===== config.mk =====
export PLATFORM = sky130hd
export DESIGN_NAME = sar_adc_conversion_control
export DESIGN_NICKNAME = d
export VERILOG_FILES = /design/src/hw/conv_ctrl_pkg.sv /design/src/hw/sar_adc_conversion_control.sv /design/src/hw/sar_core_model.sv
export SDC_FILE = /design/constraint.sdc
export NUM_CORES = 1
export LEC_CHECK = 0
export ABC_AREA = 1
export BUFFER_PORTS_ARGS = -buffer_cell sky130_fd_sc_hd__buf_4
export CAP_MARGIN = 40
export CORE_MARGIN = 1
export CORE_UTILIZATION = 33
export CTS_CLUSTER_DIAMETER = 60
export DETAILED_ROUTE_END_ITERATION = 8
export SYNTH_ARGS = -nofsm -noshare
export SYNTH_HDL_FRONTEND = slang
export SYNTH_SLANG_ARGS = --single-unit

===== constraint.sdc =====
create_clock -name i_sys_clk -period 2.05 [get_ports i_sys_clk]
set_input_delay 0.1025 -clock i_sys_clk [delete_from_list [all_inputs] [get_ports i_sys_clk]]
set_output_delay 0.1025 -clock i_sys_clk [all_outputs]
set_load 0.005 [all_outputs]

===== src/hw/conv_ctrl_pkg.sv =====
package conv_ctrl_pkg;

    // =====================================================================
    // register byte addresses
    localparam logic [7:0] ADDR_INPUT_SELECT = 8'h00;
    localparam logic [7:0] ADDR_CTRL_A       = 8'h04;
    localparam logic [7:0] ADDR_CTRL_B       = 8'h08;
    localparam logic [7:0] ADDR_RESULT_LOW   = 8'h0C;
    localparam logic [7:0] ADDR_RESULT_HIGH  = 8'h10;
    localparam logic [7:0] ADDR_DIG_IN_OFF   = 8'h14;
    localparam logic [7:0] ADDR_PIN_READ     = 8'h18;

    // =====================================================================
    // field positions
    localparam int REF_SEL_LSB   = 5;
    localparam int LEFT_ADJ_BIT  = 4;
    localparam int CHAN_SEL_LSB  = 0;
    localparam int ENABLE_BIT    = 7;
    localparam int START_BIT     = 6;
    localparam int AUTO_TRIG_BIT = 5;
    localparam int DONE_FLAG_BIT = 4;
    localparam int TRIG_SEL_LSB  = 0;

    // =====================================================================
    // reset values
    localparam logic [7:0] INPUT_SELECT_RST = 8'h00;
    localparam logic [2:0] TRIG_SEL_RST     = 3'h0;
    localparam logic [1:0] DIG_IN_OFF_RST   = 2'h0;

    // =====================================================================
    // codes and timing
    localparam logic [3:0] CHAN_TEMP_SENSOR = 4'hF;
    localparam logic [2:0] TRIG_FREE_RUN    = 3'h0;
    localparam int         CONV_TICKS_NORMAL = 13;
    localparam int         CONV_TICKS_FIRST  = 25;
    localparam int         SYS_CLK_MHZ       = 100;
    localparam int         CONV_CLK_KHZ      = 12500;
    localparam int         PRESCALE_DIV      = (SYS_CLK_MHZ * 1000) / CONV_CLK_KHZ;
    localparam logic [7:0] PRESCALE_LAST     = 8'(PRESCALE_DIV - 1);

    typedef enum logic [2:0] {
        ST_IDLE = 3'b001,
        ST_WAIT = 3'b010,
        ST_CONV = 3'b100
    } conv_state_t;

endpackage


===== src/hw/sar_adc_conversion_control.sv =====
// Overview of operation
// - disabled digital input reads as zero
// - ten-bit code, ground to reference
// - three-bit field selects conversion reference
// - four-bit field selects single or differential
// - differential codes set gain; single bypasses
// - code 1111 selects temperature sensor
// - selections applied only while enabled
// - right aligned result, left when adjusted
// - low read locks result until high read
// - done flag still set when result dropped
// - start bit begins conversion, clears at end; code keeps it set under free running
// - channel change waits for running conversion
// - trigger rising edge resets prescaler, starts
// - no retrigger on level or busy edges
// - flag sets regardless of interrupt enable
// - free running restarts at each completion
// - start works under auto; reads busy
// - result and done flag written together
// - thirteen ticks, twenty-five for first
// - prescaler runs only while enabled
//
// The Wishbone register port and the register addresses were left to the implementer.
`timescale 1ns/1ps
`default_nettype none

module sar_adc_conversion_control (
    input  wire logic        i_sys_clk,
    input  wire logic        i_nrst,
    // classic wishbone slave
    input  wire logic        i_wb_cyc,
    input  wire logic        i_wb_stb,
    input  wire logic        i_wb_we,
    input  wire logic [7:0]  i_wb_adr,
    input  wire logic [3:0]  i_wb_sel,
    input  wire logic [31:0] i_wb_dat,
    output logic             o_wb_ack,
    output logic [31:0]      o_wb_dat,
    // trigger sources, one per trigger_select code; code 0 is free running
    input  wire logic [7:0]  i_trigger_src,
    // comparator pin levels from the port
    input  wire logic [1:0]  i_comp_pin,
    // analog side
    input  wire logic [9:0]  i_analog_code,
    output logic             o_neg_pin_dig_in_off,
    output logic             o_pos_pin_dig_in_off,
    output logic [2:0]       o_reference_select,
    output logic             o_ref_supply,
    output logic             o_ref_ext_pin,
    output logic             o_ref_int_1v1,
    output logic             o_ref_int_2v56,
    output logic             o_single_ended,
    output logic             o_differential,
    output logic             o_temp_sensor,
    output logic [1:0]       o_pos_channel,
    output logic [1:0]       o_neg_channel,
    output logic             o_gain_20x,
    output logic             o_conv_busy
);

    // =====================================================================
    // channel decoding
    // returns {single, diff, temp, gain20, pos[1:0], neg[1:0]}
    function automatic logic [7:0] decode_channel(input logic [3:0] code);
        logic [7:0] r;
        r = 8'h00;
        if (code == conv_ctrl_pkg::CHAN_TEMP_SENSOR) begin
            r = 8'h20;
        end else if (code[3:2] == 2'b00) begin
            r = {1'b1, 3'b000, code[1:0], 2'b00};
        end else if (code[3:2] == 2'b01) begin
            r = {1'b0, 1'b1, 1'b0, code[0], 2'd2, 1'b1, code[1]};
        end else if (code[3:2] == 2'b10) begin
            r = {1'b0, 1'b1, 1'b0, code[0], 2'd0, 1'b0, code[1]};
        end else begin
            r = 8'h00; // reserved codes leave the mux open
        end
        return r;
    endfunction

    // =====================================================================
    // registers and state
    logic        ack_q;
    logic [31:0] rdata_q;
    logic [2:0]  ref_sel_q;
    logic        left_adj_q;
    logic [3:0]  chan_sel_q;
    logic        enable_q;
    logic        start_q;
    logic        auto_trig_q;
    logic        done_flag_q;
    logic [2:0]  trig_sel_q;
    logic [1:0]  dig_off_q;
    logic [9:0]  result_q;
    logic        lock_q;
    logic        first_q;
    logic [7:0]  presc_q;
    logic [7:0]  trig_prev_q;
    logic [2:0]  applied_ref_q;
    logic [3:0]  applied_chan_q;
    conv_ctrl_pkg::conv_state_t state_q;

    logic        bus_req;
    logic        bus_do;
    logic        wr_lane0;
    logic        wr_sel;
    logic        wr_ctrl_a;
    logic        wr_ctrl_b;
    logic        wr_dig_off;
    logic        rd_low;
    logic        rd_high;
    logic        sw_start;
    logic        trig_edge;
    logic        free_run;
    logic        tick;
    logic        core_start;
    logic        core_done;
    logic [9:0]  core_code;
    logic [7:0]  chan_dec;
    logic [15:0] result_word;
    logic [31:0] rdata_d;

    // =====================================================================
    // wishbone slave: ack one cycle after the request, dropped after one
    assign bus_req  = i_wb_cyc && i_wb_stb;
    assign bus_do   = bus_req && ack_q;
    assign wr_lane0 = bus_do && i_wb_we && i_wb_sel[0];
    assign o_wb_ack = ack_q;
    assign o_wb_dat = rdata_q;

    assign wr_sel     = wr_lane0 && (i_wb_adr == conv_ctrl_pkg::ADDR_INPUT_SELECT);
    assign wr_ctrl_a  = wr_lane0 && (i_wb_adr == conv_ctrl_pkg::ADDR_CTRL_A);
    assign wr_ctrl_b  = wr_lane0 && (i_wb_adr == conv_ctrl_pkg::ADDR_CTRL_B);
    assign wr_dig_off = wr_lane0 && (i_wb_adr == conv_ctrl_pkg::ADDR_DIG_IN_OFF);
    assign rd_low  = bus_do && !i_wb_we
                     && (i_wb_adr == conv_ctrl_pkg::ADDR_RESULT_LOW);
    assign rd_high = bus_do && !i_wb_we
                     && (i_wb_adr == conv_ctrl_pkg::ADDR_RESULT_HIGH);

    always_ff @(posedge i_sys_clk or negedge i_nrst) begin
        if (!i_nrst) begin
            ack_q <= 1'b0;
        end else begin
            ack_q <= bus_req && !ack_q;
        end
    end

    // result alignment
    always_comb begin
        if (left_adj_q) begin
            result_word = {result_q, 6'h00};
        end else begin
            result_word = {6'h00, result_q};
        end
    end

    // read data is captured on the request edge so it stands with ack
    always_comb begin
        rdata_d = 32'h0000_0000;
        if (i_wb_adr == conv_ctrl_pkg::ADDR_INPUT_SELECT) begin
            rdata_d[7:0] = {ref_sel_q, left_adj_q, chan_sel_q};
        end else if (i_wb_adr == conv_ctrl_pkg::ADDR_CTRL_A) begin
            rdata_d[conv_ctrl_pkg::ENABLE_BIT]    = enable_q;
            rdata_d[conv_ctrl_pkg::START_BIT]     = start_q || o_conv_busy;
            rdata_d[conv_ctrl_pkg::AUTO_TRIG_BIT] = auto_trig_q;
            rdata_d[conv_ctrl_pkg::DONE_FLAG_BIT] = done_flag_q;
        end else if (i_wb_adr == conv_ctrl_pkg::ADDR_CTRL_B) begin
            rdata_d[2:0] = trig_sel_q;
        end else if (i_wb_adr == conv_ctrl_pkg::ADDR_RESULT_LOW) begin
            rdata_d[7:0] = result_word[7:0];
        end else if (i_wb_adr == conv_ctrl_pkg::ADDR_RESULT_HIGH) begin
            rdata_d[7:0] = result_word[15:8];
        end else if (i_wb_adr == conv_ctrl_pkg::ADDR_DIG_IN_OFF) begin
            rdata_d[1:0] = dig_off_q;
        end else if (i_wb_adr == conv_ctrl_pkg::ADDR_PIN_READ) begin
            rdata_d[1:0] = i_comp_pin & ~dig_off_q;
        end else begin
            rdata_d = 32'h0000_0000;
        end
    end

    always_ff @(posedge i_sys_clk or negedge i_nrst) begin
        if (!i_nrst) begin
            rdata_q <= 32'h0000_0000;
        end else if (bus_req && !ack_q && !i_wb_we) begin
            rdata_q <= rdata_d;
        end
    end

    // =====================================================================
    // software control registers
    always_ff @(posedge i_sys_clk or negedge i_nrst) begin
        if (!i_nrst) begin
            ref_sel_q  <= conv_ctrl_pkg::INPUT_SELECT_RST[7:5];
            left_adj_q <= conv_ctrl_pkg::INPUT_SELECT_RST[4];
            chan_sel_q <= conv_ctrl_pkg::INPUT_SELECT_RST[3:0];
        end else if (wr_sel) begin
            ref_sel_q  <= i_wb_dat[conv_ctrl_pkg::REF_SEL_LSB +: 3];
            left_adj_q <= i_wb_dat[conv_ctrl_pkg::LEFT_ADJ_BIT];
            chan_sel_q <= i_wb_dat[conv_ctrl_pkg::CHAN_SEL_LSB +: 4];
        end
    end

    always_ff @(posedge i_sys_clk or negedge i_nrst) begin
        if (!i_nrst) begin
            enable_q    <= 1'b0;
            auto_trig_q <= 1'b0;
        end else if (wr_ctrl_a) begin
            enable_q    <= i_wb_dat[conv_ctrl_pkg::ENABLE_BIT];
            auto_trig_q <= i_wb_dat[conv_ctrl_pkg::AUTO_TRIG_BIT];
        end
    end

    always_ff @(posedge i_sys_clk or negedge i_nrst) begin
        if (!i_nrst) begin
            trig_sel_q <= conv_ctrl_pkg::TRIG_SEL_RST;
            dig_off_q  <= conv_ctrl_pkg::DIG_IN_OFF_RST;
        end else begin
            if (wr_ctrl_b) begin
                trig_sel_q <= i_wb_dat[conv_ctrl_pkg::TRIG_SEL_LSB +: 3];
            end
            if (wr_dig_off) begin
                dig_off_q <= i_wb_dat[1:0];
            end
        end
    end

    assign o_neg_pin_dig_in_off = dig_off_q[1];
    assign o_pos_pin_dig_in_off = dig_off_q[0];

    // done flag: hardware set wins over a write-one clear in the same cycle
    always_ff @(posedge i_sys_clk or negedge i_nrst) begin
        if (!i_nrst) begin
            done_flag_q <= 1'b0;
        end else if (core_done) begin
            done_flag_q <= 1'b1;
        end else if (wr_ctrl_a && i_wb_dat[conv_ctrl_pkg::DONE_FLAG_BIT]) begin
            done_flag_q <= 1'b0;
        end
    end

    // =====================================================================
    // prescaler: held in reset while disabled, restarted by a trigger
    assign tick = enable_q && (presc_q == conv_ctrl_pkg::PRESCALE_LAST);

    always_ff @(posedge i_sys_clk or negedge i_nrst) begin
        if (!i_nrst) begin
            presc_q <= 8'h00;
        end else if (!enable_q) begin
            presc_q <= 8'h00;
        end else if (trig_edge || tick) begin
            presc_q <= 8'h00;
        end else begin
            presc_q <= presc_q + 8'h01;
        end
    end

    // =====================================================================
    // start sources
    assign free_run  = auto_trig_q && (trig_sel_q == conv_ctrl_pkg::TRIG_FREE_RUN);
    assign sw_start  = wr_ctrl_a && i_wb_dat[conv_ctrl_pkg::START_BIT]
                       && i_wb_dat[conv_ctrl_pkg::ENABLE_BIT];

    // edges only; a level still high at completion starts nothing
    assign trig_edge = enable_q && auto_trig_q && !free_run
                       && (state_q == conv_ctrl_pkg::ST_IDLE)
                       && i_trigger_src[trig_sel_q]
                       && !trig_prev_q[trig_sel_q];

    always_ff @(posedge i_sys_clk or negedge i_nrst) begin
        if (!i_nrst) begin
            trig_prev_q <= 8'h00;
        end else begin
            trig_prev_q <= i_trigger_src;
        end
    end

    // =====================================================================
    // conversion sequencer
    assign core_start = ((state_q == conv_ctrl_pkg::ST_WAIT) && tick)
                        || trig_edge
                        || (core_done && free_run && enable_q);

    always_ff @(posedge i_sys_clk or negedge i_nrst) begin
        if (!i_nrst) begin
            state_q <= conv_ctrl_pkg::ST_IDLE;
        end else if (!enable_q) begin
            state_q <= conv_ctrl_pkg::ST_IDLE;
        end else begin
            case (state_q)
                conv_ctrl_pkg::ST_IDLE: begin
                    if (trig_edge) begin
                        state_q <= conv_ctrl_pkg::ST_CONV;
                    end else if (start_q) begin
                        state_q <= conv_ctrl_pkg::ST_WAIT;
                    end
                end
                conv_ctrl_pkg::ST_WAIT: begin
                    if (tick) begin
                        state_q <= conv_ctrl_pkg::ST_CONV;
                    end
                end
                conv_ctrl_pkg::ST_CONV: begin
                    if (core_done && !core_start) begin
                        state_q <= conv_ctrl_pkg::ST_IDLE;
                    end
                end
                default: begin
                    state_q <= conv_ctrl_pkg::ST_IDLE;
                end
            endcase
        end
    end

    assign o_conv_busy = (state_q == conv_ctrl_pkg::ST_CONV);

    // start bit: a write while busy is absorbed by the running conversion
    always_ff @(posedge i_sys_clk or negedge i_nrst) begin
        if (!i_nrst) begin
            start_q <= 1'b0;
        end else if (!enable_q) begin
            start_q <= 1'b0;
        end else if (sw_start && (state_q == conv_ctrl_pkg::ST_IDLE)) begin
            start_q <= 1'b1;
        end else if (core_done && !free_run) begin
            start_q <= 1'b0;
        end
    end

    // first conversion after enabling runs the long sequence
    always_ff @(posedge i_sys_clk or negedge i_nrst) begin
        if (!i_nrst) begin
            first_q <= 1'b1;
        end else if (!enable_q) begin
            first_q <= 1'b1;
        end else if (core_start) begin
            first_q <= 1'b0;
        end
    end

    // =====================================================================
    // selections pass through only while enabled and not converting
    always_ff @(posedge i_sys_clk or negedge i_nrst) begin
        if (!i_nrst) begin
            applied_ref_q  <= conv_ctrl_pkg::INPUT_SELECT_RST[7:5];
            applied_chan_q <= conv_ctrl_pkg::INPUT_SELECT_RST[3:0];
        end else if (enable_q && !o_conv_busy && !core_start) begin
            applied_ref_q  <= ref_sel_q;
            applied_chan_q <= chan_sel_q;
        end
    end

    assign chan_dec       = decode_channel(applied_chan_q);
    assign o_single_ended = enable_q && chan_dec[7];
    assign o_differential = enable_q && chan_dec[6];
    assign o_temp_sensor  = enable_q && chan_dec[5];
    assign o_gain_20x     = enable_q && chan_dec[4];
    assign o_pos_channel  = chan_dec[3:2];
    assign o_neg_channel  = chan_dec[1:0];

    // reference: 00 supply, 01 external pin, 1x internal (bit 2: 2.56 V)
    assign o_reference_select = applied_ref_q;
    assign o_ref_supply   = enable_q && (applied_ref_q[1:0] == 2'b00);
    assign o_ref_ext_pin  = enable_q && (applied_ref_q[1:0] == 2'b01);
    assign o_ref_int_1v1  = enable_q && applied_ref_q[1] && !applied_ref_q[2];
    assign o_ref_int_2v56 = enable_q && applied_ref_q[1] && applied_ref_q[2];

    // =====================================================================
    // result registers with low-then-high read lock
    always_ff @(posedge i_sys_clk or negedge i_nrst) begin
        if (!i_nrst) begin
            lock_q <= 1'b0;
        end else if (rd_high) begin
            lock_q <= 1'b0;
        end else if (rd_low) begin
            lock_q <= 1'b1;
        end
    end

    // a completion during the lock is dropped; the flag still rises
    always_ff @(posedge i_sys_clk or negedge i_nrst) begin
        if (!i_nrst) begin
            result_q <= 10'h000;
        end else if (core_done && !lock_q) begin
            result_q <= core_code;
        end
    end

    // =====================================================================
    // analog core
    sar_core_model u_core (
        .i_sys_clk     (i_sys_clk),
        .i_nrst        (i_nrst),
        .i_tick        (tick),
        .i_start       (core_start),
        .i_first       (first_q),
        .i_analog_code (i_analog_code),
        .o_done        (core_done),
        .o_code        (core_code)
    );

endmodule // sar_adc_conversion_control

`default_nettype wire


===== src/hw/sar_core_model.sv =====
`timescale 1ns/1ps
`default_nettype none

module sar_core_model (
    input  wire logic       i_sys_clk,
    input  wire logic       i_nrst,
    input  wire logic       i_tick,
    input  wire logic       i_start,
    input  wire logic       i_first,
    input  wire logic [9:0] i_analog_code,
    output logic            o_done,
    output logic [9:0]      o_code
);

    // =====================================================================
    // conversion length counter, in converter clock ticks
    logic [4:0] ticks_left_q;
    logic       busy_q;
    logic [9:0] held_code_q;

    always_ff @(posedge i_sys_clk or negedge i_nrst) begin
        if (!i_nrst) begin
            busy_q       <= 1'b0;
            ticks_left_q <= 5'h00;
        end else if (i_start) begin
            busy_q       <= 1'b1;
            ticks_left_q <= i_first ? 5'(conv_ctrl_pkg::CONV_TICKS_FIRST - 1)
                                    : 5'(conv_ctrl_pkg::CONV_TICKS_NORMAL - 1);
        end else if (busy_q && i_tick) begin
            if (ticks_left_q == 5'h00) begin
                busy_q <= 1'b0;
            end else begin
                ticks_left_q <= ticks_left_q - 5'h01;
            end
        end
    end

    // sample is taken at start; hold keeps it steady through the steps
    always_ff @(posedge i_sys_clk or negedge i_nrst) begin
        if (!i_nrst) begin
            held_code_q <= 10'h000;
        end else if (i_start) begin
            held_code_q <= i_analog_code;
        end
    end

    assign o_done = busy_q && i_tick && (ticks_left_q == 5'h00);
    assign o_code = held_code_q;

endmodule // sar_core_model

`default_nettype wire


# Yosys cells after proc, flatten, opt, wreduce, memory -nomap -nowiden
# Cells that the tools add are included.
# word_totals
register_bits,104
out_inout_bits,51
elab_cells,158
# classes
n_eq_ne,20
muxes,44
add_sub_neg,2
bitwise_logic,2
n_lt_le_gt_ge,1
reduce_logical,67
# ops
operator,count
8-bit two-way mux,7
24-bit two-way mux,2
1-bit logical AND,43
5-bit two-way mux,5
"8-bit by 5-bit equality test with 1-bit output, second input constant",3
3-bit two-way mux,6
"8-bit by 3-bit equality test with 1-bit output, second input constant",2
"8-bit by 4-bit equality test with 1-bit output, second input constant",2
16-bit two-way mux,1
1-bit two-way mux,14
7-bit two-way mux,2
3-bit case mux with 3 select lines,1
"8-bit by 1-bit adder with 8-bit output, second input constant",1
1-bit zero test,8
8-bit zero test,1
4-bit two-way mux,2
2-bit nonzero test,4
1-bit binary-select mux with 3-bit select,2
5-bit zero test,1
"5-bit by 1-bit subtractor with 5-bit output, second input constant",1
"2-bit by 1-bit equality test with 1-bit output, second input constant",2
"4-bit equality test, second input constant",1
2-bit zero test,2
1-bit logical OR,4
other kinds (17),19

# Longest topological paths before layout
# depth
word_depth,14
mapped_depth,13

# Hierarchy
# Synthesis repeated with hierarchy kept, for this count alone.
# hier_totals
hier_cells,507
hier_area_um2,4191.5
# by_module_without_submodules
module,instances,cells_per_inst,seq_area_each_um2,area_per_inst_um2
sar_adc_conversion_control,1,415,1579.0,3422.0
sar_core_model,1,92,400.4,769.5

# Least setup slack after synthesis
# Ideal clock, no wire load.
# synth_path
path_kind,reg2reg
startpoint,register presc_q[0]
endpoint,register result_q[0]
slack_ns,0.436
stages_incl_launch_ff,11
required_ns,1.933
arrival_time_ns,1.497
period_less_slack_ns,1.614
cell_sequence,dfrtp_1 > ha_1 > nand3_2 > nor2_4 > nand3_2 > nor2_2 > inv_2 > or2_4 > buf_6 > nand2_2 > o21ai_2
# synth_between
elab_chain_len,5
# synth_rtl
item,line,text
"start, declared",sar_adc_conversion_control.sv:97,logic [7:0] presc_q;
"start signal, assigned",sar_adc_conversion_control.sv:254,presc_q <= presc_q + 8'h01;
8-bit by 3-bit equality test with 1-bit output,sar_adc_conversion_control.sv:244,assign tick = enable_q && (presc_q == conv_ctrl_pkg::PRESCALE_LAST);
1-bit logical AND,sar_adc_conversion_control.sv:244,
1-bit logical AND (2 in a row),sar_core_model.sv:47,assign o_done = busy_q && i_tick && (ticks_left_q == 5'h00);
1-bit logical AND,sar_adc_conversion_control.sv:384,end else if (core_done && !lock_q) begin
"end signal, assigned",sar_adc_conversion_control.sv:385,result_q <= core_code;
"end, declared",sar_adc_conversion_control.sv:94,logic [9:0] result_q;
# No other way between the ends.
# A chain may end at the register's enable or synchronous reset.

# Worst setup path in the final report
# layout_path
startpoint,register presc_q[0]
endpoint,register u_core.ticks_left_q[4]
# layout_between
elab_chain_len,9
word_cells_on_any_way,13
cone_classes,eq/ne (2); mux (1); reduce/logical (10)
# layout_rtl
item,line,text
8-bit by 3-bit equality test with 1-bit output (*),sar_adc_conversion_control.sv:244,
1-bit logical AND (*),sar_adc_conversion_control.sv:244,
1-bit logical AND,"sar_core_model.sv:29, sar_core_model.sv:47",
1-bit logical AND,sar_core_model.sv:47,
1-bit logical AND (2 in a row),sar_adc_conversion_control.sv:282,|| (core_done && free_run && enable_q);
1-bit logical OR,sar_adc_conversion_control.sv:282,
2-bit != test (no line) / 2-bit nonzero test (equally long branches),-,
2-bit AND reduction (no line),-,
"end signal, assigned",sar_core_model.sv:27,ticks_left_q <= i_first ? 5'(conv_ctrl_pkg::CONV_TICKS_FIRST - 1)
"end signal, assigned",sar_core_model.sv:33,ticks_left_q <= ticks_left_q - 5'h01;
"end, declared",sar_core_model.sv:17,logic [4:0] ticks_left_q;
# Mark *: on every way between the ends. The rest lies on a longest branch, timed or not.

==> results.sh <==
export IMPL_status="finished clean"
export IMPL_die_w_um=116
export IMPL_critPathLaunchType="register"
export IMPL_min_path_cells=3
export IMPL_critPathTopFamily="simple AND/OR/NAND/NOR gates"
export IMPL_grt_antenna_before_repair=0
export IMPL_path_buf_inv=0
export IMPL_synthArstFlopShare_pct=100
export IMPL_post_route_period_util_pct=90.1
export IMPL_place_congestion=0.883
export IMPL_antenna_cells=0
export IMPL_synth_most_common_cell="nand2_1"
export IMPL_syn_to_final_growth_pct=24.5
export IMPL_slew_viol_final=0
export IMPL_ctsResizeCount=0
export IMPL_clk_latency_ns=0.33
export IMPL_maxCapViolCount=0
export IMPL_cts_root_buf="clkbuf_16"
export IMPL_syn_inst=523
export IMPL_required_ns=2.26
export IMPL_path_class="register to register"
export IMPL_via_count=3521
export IMPL_initial_utilization_pct=34.0
export IMPL_ios=120
export IMPL_post_cts_buffers=0
export IMPL_hold_end="u_core.o_code[9]"
export IMPL_cpPeakStageDelay_ns=0.37
export IMPL_layout_min_cycle_time_ns=1.85
export IMPL_final_area_sq_um=5370
export IMPL_vias_per_cell=4.45
export IMPL_cts_tree="done"
export IMPL_crit_path_max_fanout=28
export IMPL_clk_pin_slew_worst_paths_ns=0.06
export IMPL_netlist_area_leader_share_pct=44.7
export IMPL_synth_seq_area_share_pct=45.9
export IMPL_final_util_pct=42.4
export IMPL_switchingPower_uw=789
export IMPL_rr_startpoint="presc_q[0]"
export IMPL_ir_drop_mv=0.353
export IMPL_die_area_sq_um=13500
export IMPL_cts_buffers=9
export IMPL_fin_setup_tns_ns=0
export IMPL_worst_slew_pin_slew_ns=0.576
export IMPL_cp_arrival_ns=2.06
export IMPL_synth_cell_types=42
export IMPL_dr_first_iter_drc_count=128
export IMPL_totalWireLength_um=9390
export IMPL_grt_max_degree=47
export IMPL_cts_max_path_buffers=2
export IMPL_ff2ff_path_depth=10
export IMPL_combPwrFrac_pct=8.0
export IMPL_wl_per_cell_um=11.9
export IMPL_place_area_sq_um=4910
export IMPL_whs_ns=0.00653
export IMPL_path_cells="ha_1, nand3_2, nor2_4, nand3_1, nor2_2, nor2_4, nand2_4, nand2_1, o21ai_0, nand2_1"
export IMPL_netlist_area_sq_um=4310
export IMPL_core_area_sq_um=12700
export IMPL_r2r_end="u_core.ticks_left_q[4]"
export IMPL_synth_top_cell_by_area="dfrtp_1"
export IMPL_relSlewSlack_pct=61.3
export IMPL_nNetsFinal=691
export IMPL_drive_gt1_share_pct=22.8
export IMPL_switching_share_pct=23.1
export IMPL_hold_viol_final=0
export IMPL_grt_pass1_vias=3382
export IMPL_cts_sinks=79
export IMPL_leakage_uw=0.00254
export IMPL_grt_overflow_total=0
export IMPL_reg2reg_slack_ns=0.20
export IMPL_clock_skew_ns=0.00320
export IMPL_powerDensity_nw_per_um2=636
export IMPL_worstHoldStart="i_analog_code[9]"
export IMPL_setup_viol=0
export IMPL_io_buffers=67
export IMPL_drtAntennaViolNets=0
export IMPL_dieHeight_um=116
export IMPL_synth_area_top_cells="dfrtp_1, nand2_1, inv_1"
export IMPL_grt_usage_pct=15.2
export IMPL_clock_power_share_pct=44.4
export IMPL_drt_pass1_iter_count=5
export IMPL_power_internal_uw=2630
export IMPL_htreeDepth=3
export IMPL_grt_pass1_wl_um=16000
export IMPL_fmax_mhz=542
export IMPL_cp_end_kind="register"
export IMPL_netlist_top_cells_count="nand2_1, inv_1, dfrtp_1, nor2_1, nand3_1"
export IMPL_rows=41
export IMPL_hpwl_um=7060
export IMPL_synth_edf_count=0
export IMPL_rsz0062_at_grt="false"
export IMPL_ys_warn_count=0
export IMPL_synth_avg_cell_area_sq_um=8.25
export IMPL_hold_path_class="input pin to register"
export IMPL_drc=0
export IMPL_p_seq_share_pct=47.6
export IMPL_slowest_stage="dfrtp_1"
export IMPL_ys_flop_type="dfrtp_1"
export IMPL_synth_seq_cells=79
==> placed cells by master (no fill, tap or decap), types with 2 or more instances in the layout <==
master,instances
dfrtp_1,77
nor3b_1,2
dlygate4sd3_1,17
a21oi_1,18
nor2_1,33
nand3b_1,2
nand3_2,3
buf_4,71
nor2_4,3
clkbuf_8,2
clkinv_1,2
clkbuf_16,9
o21ai_2,10
inv_1,80
o21ai_0,28
clkinv_4,2
xor2_1,4
nand3_1,29
or2_2,3
nand4_1,9
ha_1,8
nand2_4,2
o21ai_1,25
nor3_1,12
nor2_2,4
inv_2,5
conb_1,24
nor3_2,2
nand2_1,100
nand2_2,13
dfstp_2,2
nor4_4,2
and3_1,2
==> sequential cells by signal (all words and copies together) (netlist names), 2 cells and up <==
name                 count
chan_sel_q               4
trig_sel_q               3
u_core.o_code           10
state_q                  3
result_q                10
ref_sel_q                3
o_wb_dat                 8
u_core.ticks_left_q      5
trig_prev_q              7
dig_off_q                2
applied_chan_q           4
presc_q                  8
o_reference_select       3
==> power groups by stage <==
stage	registers [uW]	logic, uW	clock network [uW]
floorplan	1650	121	0
global placement	1650	246	0
detailed placement	1650	253	0
CTS	1630	279	1550
global route	1630	315	1620
finish	1630	274	1520
==> worst min-delay path, cell delays in order <==
cell	delay, ns
buf_4	0.08
nand2_1	0.04
o21ai_1	0.07
==> cell families after synthesis <==
| family | Yosys count | share of synthesized area (%) |
|---|---|---|
| compound gates | 85 | 11.0 |
| xor+xnor | 5 | 1.02 |
| flops | 79 | 45.9 |
| buf+inv | 119 | 13.4 |
| other cells | 1 | 0.0869 |
| simple gates | 226 | 26.3 |
| fa+ha+maj | 8 | 2.32 |
==> repair_timing <==
| action | 4_1_cts | 5_1_grt |
|---|---|---|
| hold endpoints to repair | 48 | 0 |
| endpoints found under the setup margin | 0 | 0 |
| hold buffers | 17 | 0 |
==> through the flow <==
step | setup WS, ns | total power, uW | std cells
after floorplan | 0.436 | 1770 | 546
after global placement | 0.239 | 1900 | 758
after detailed placement | 0.194 | 1910 | 758
after CTS | 0.175 | 3450 | 791
after global routing | 0.0140 | 3570 | 791
final | 0.203 | 3420 | 791
==> per-layer routing <==
| metal | part of all wire [%] | GRT usage (%) | vias to the layer above |
|---|---|---|---|
| met3 | 4.3 | 3.58 | 10 |
| met5 | 0 | 0 | - |
| li1 | - | - | 1800 |
| met2 | 48 | 25.4 | 82 |
| met4 | 1.1 | 3.93 | 0 |
| met1 | 47 | 19.8 | 1629 |
==> final cells by class <==
type | count | area [sq um]
fill | 1283 | 7300
sequential | 79 | 1980
multi-input combinational | 348 | 1840
timing repair buffer | 89 | 723
inverter | 87 | 327
clock buffer | 12 | 256
tap | 172 | 215
clock inverter | 4 | 30.0
==> how the worst max path moves through the flow <==
| stage | to | cells after the start | slack [ns] | from |
|---|---|---|---|---|
| 2_1_floorplan | result_q[0] | 10 | 0.44 | presc_q[0] |
| 3_3_place_gp | u_core.ticks_left_q[4] | 10 | 0.24 | presc_q[0] |
| 3_5_place_dp | u_core.ticks_left_q[4] | 10 | 0.19 | presc_q[0] |
| 4_1_cts | u_core.ticks_left_q[4] | 10 | 0.17 | presc_q[0] |
| 5_1_grt | u_core.ticks_left_q[4] | 10 | 0.01 | presc_q[0] |
| 6_report | u_core.ticks_left_q[4] | 10 | 0.20 | presc_q[0] |
No activity file was read; power rests on OpenSTA's default activity.
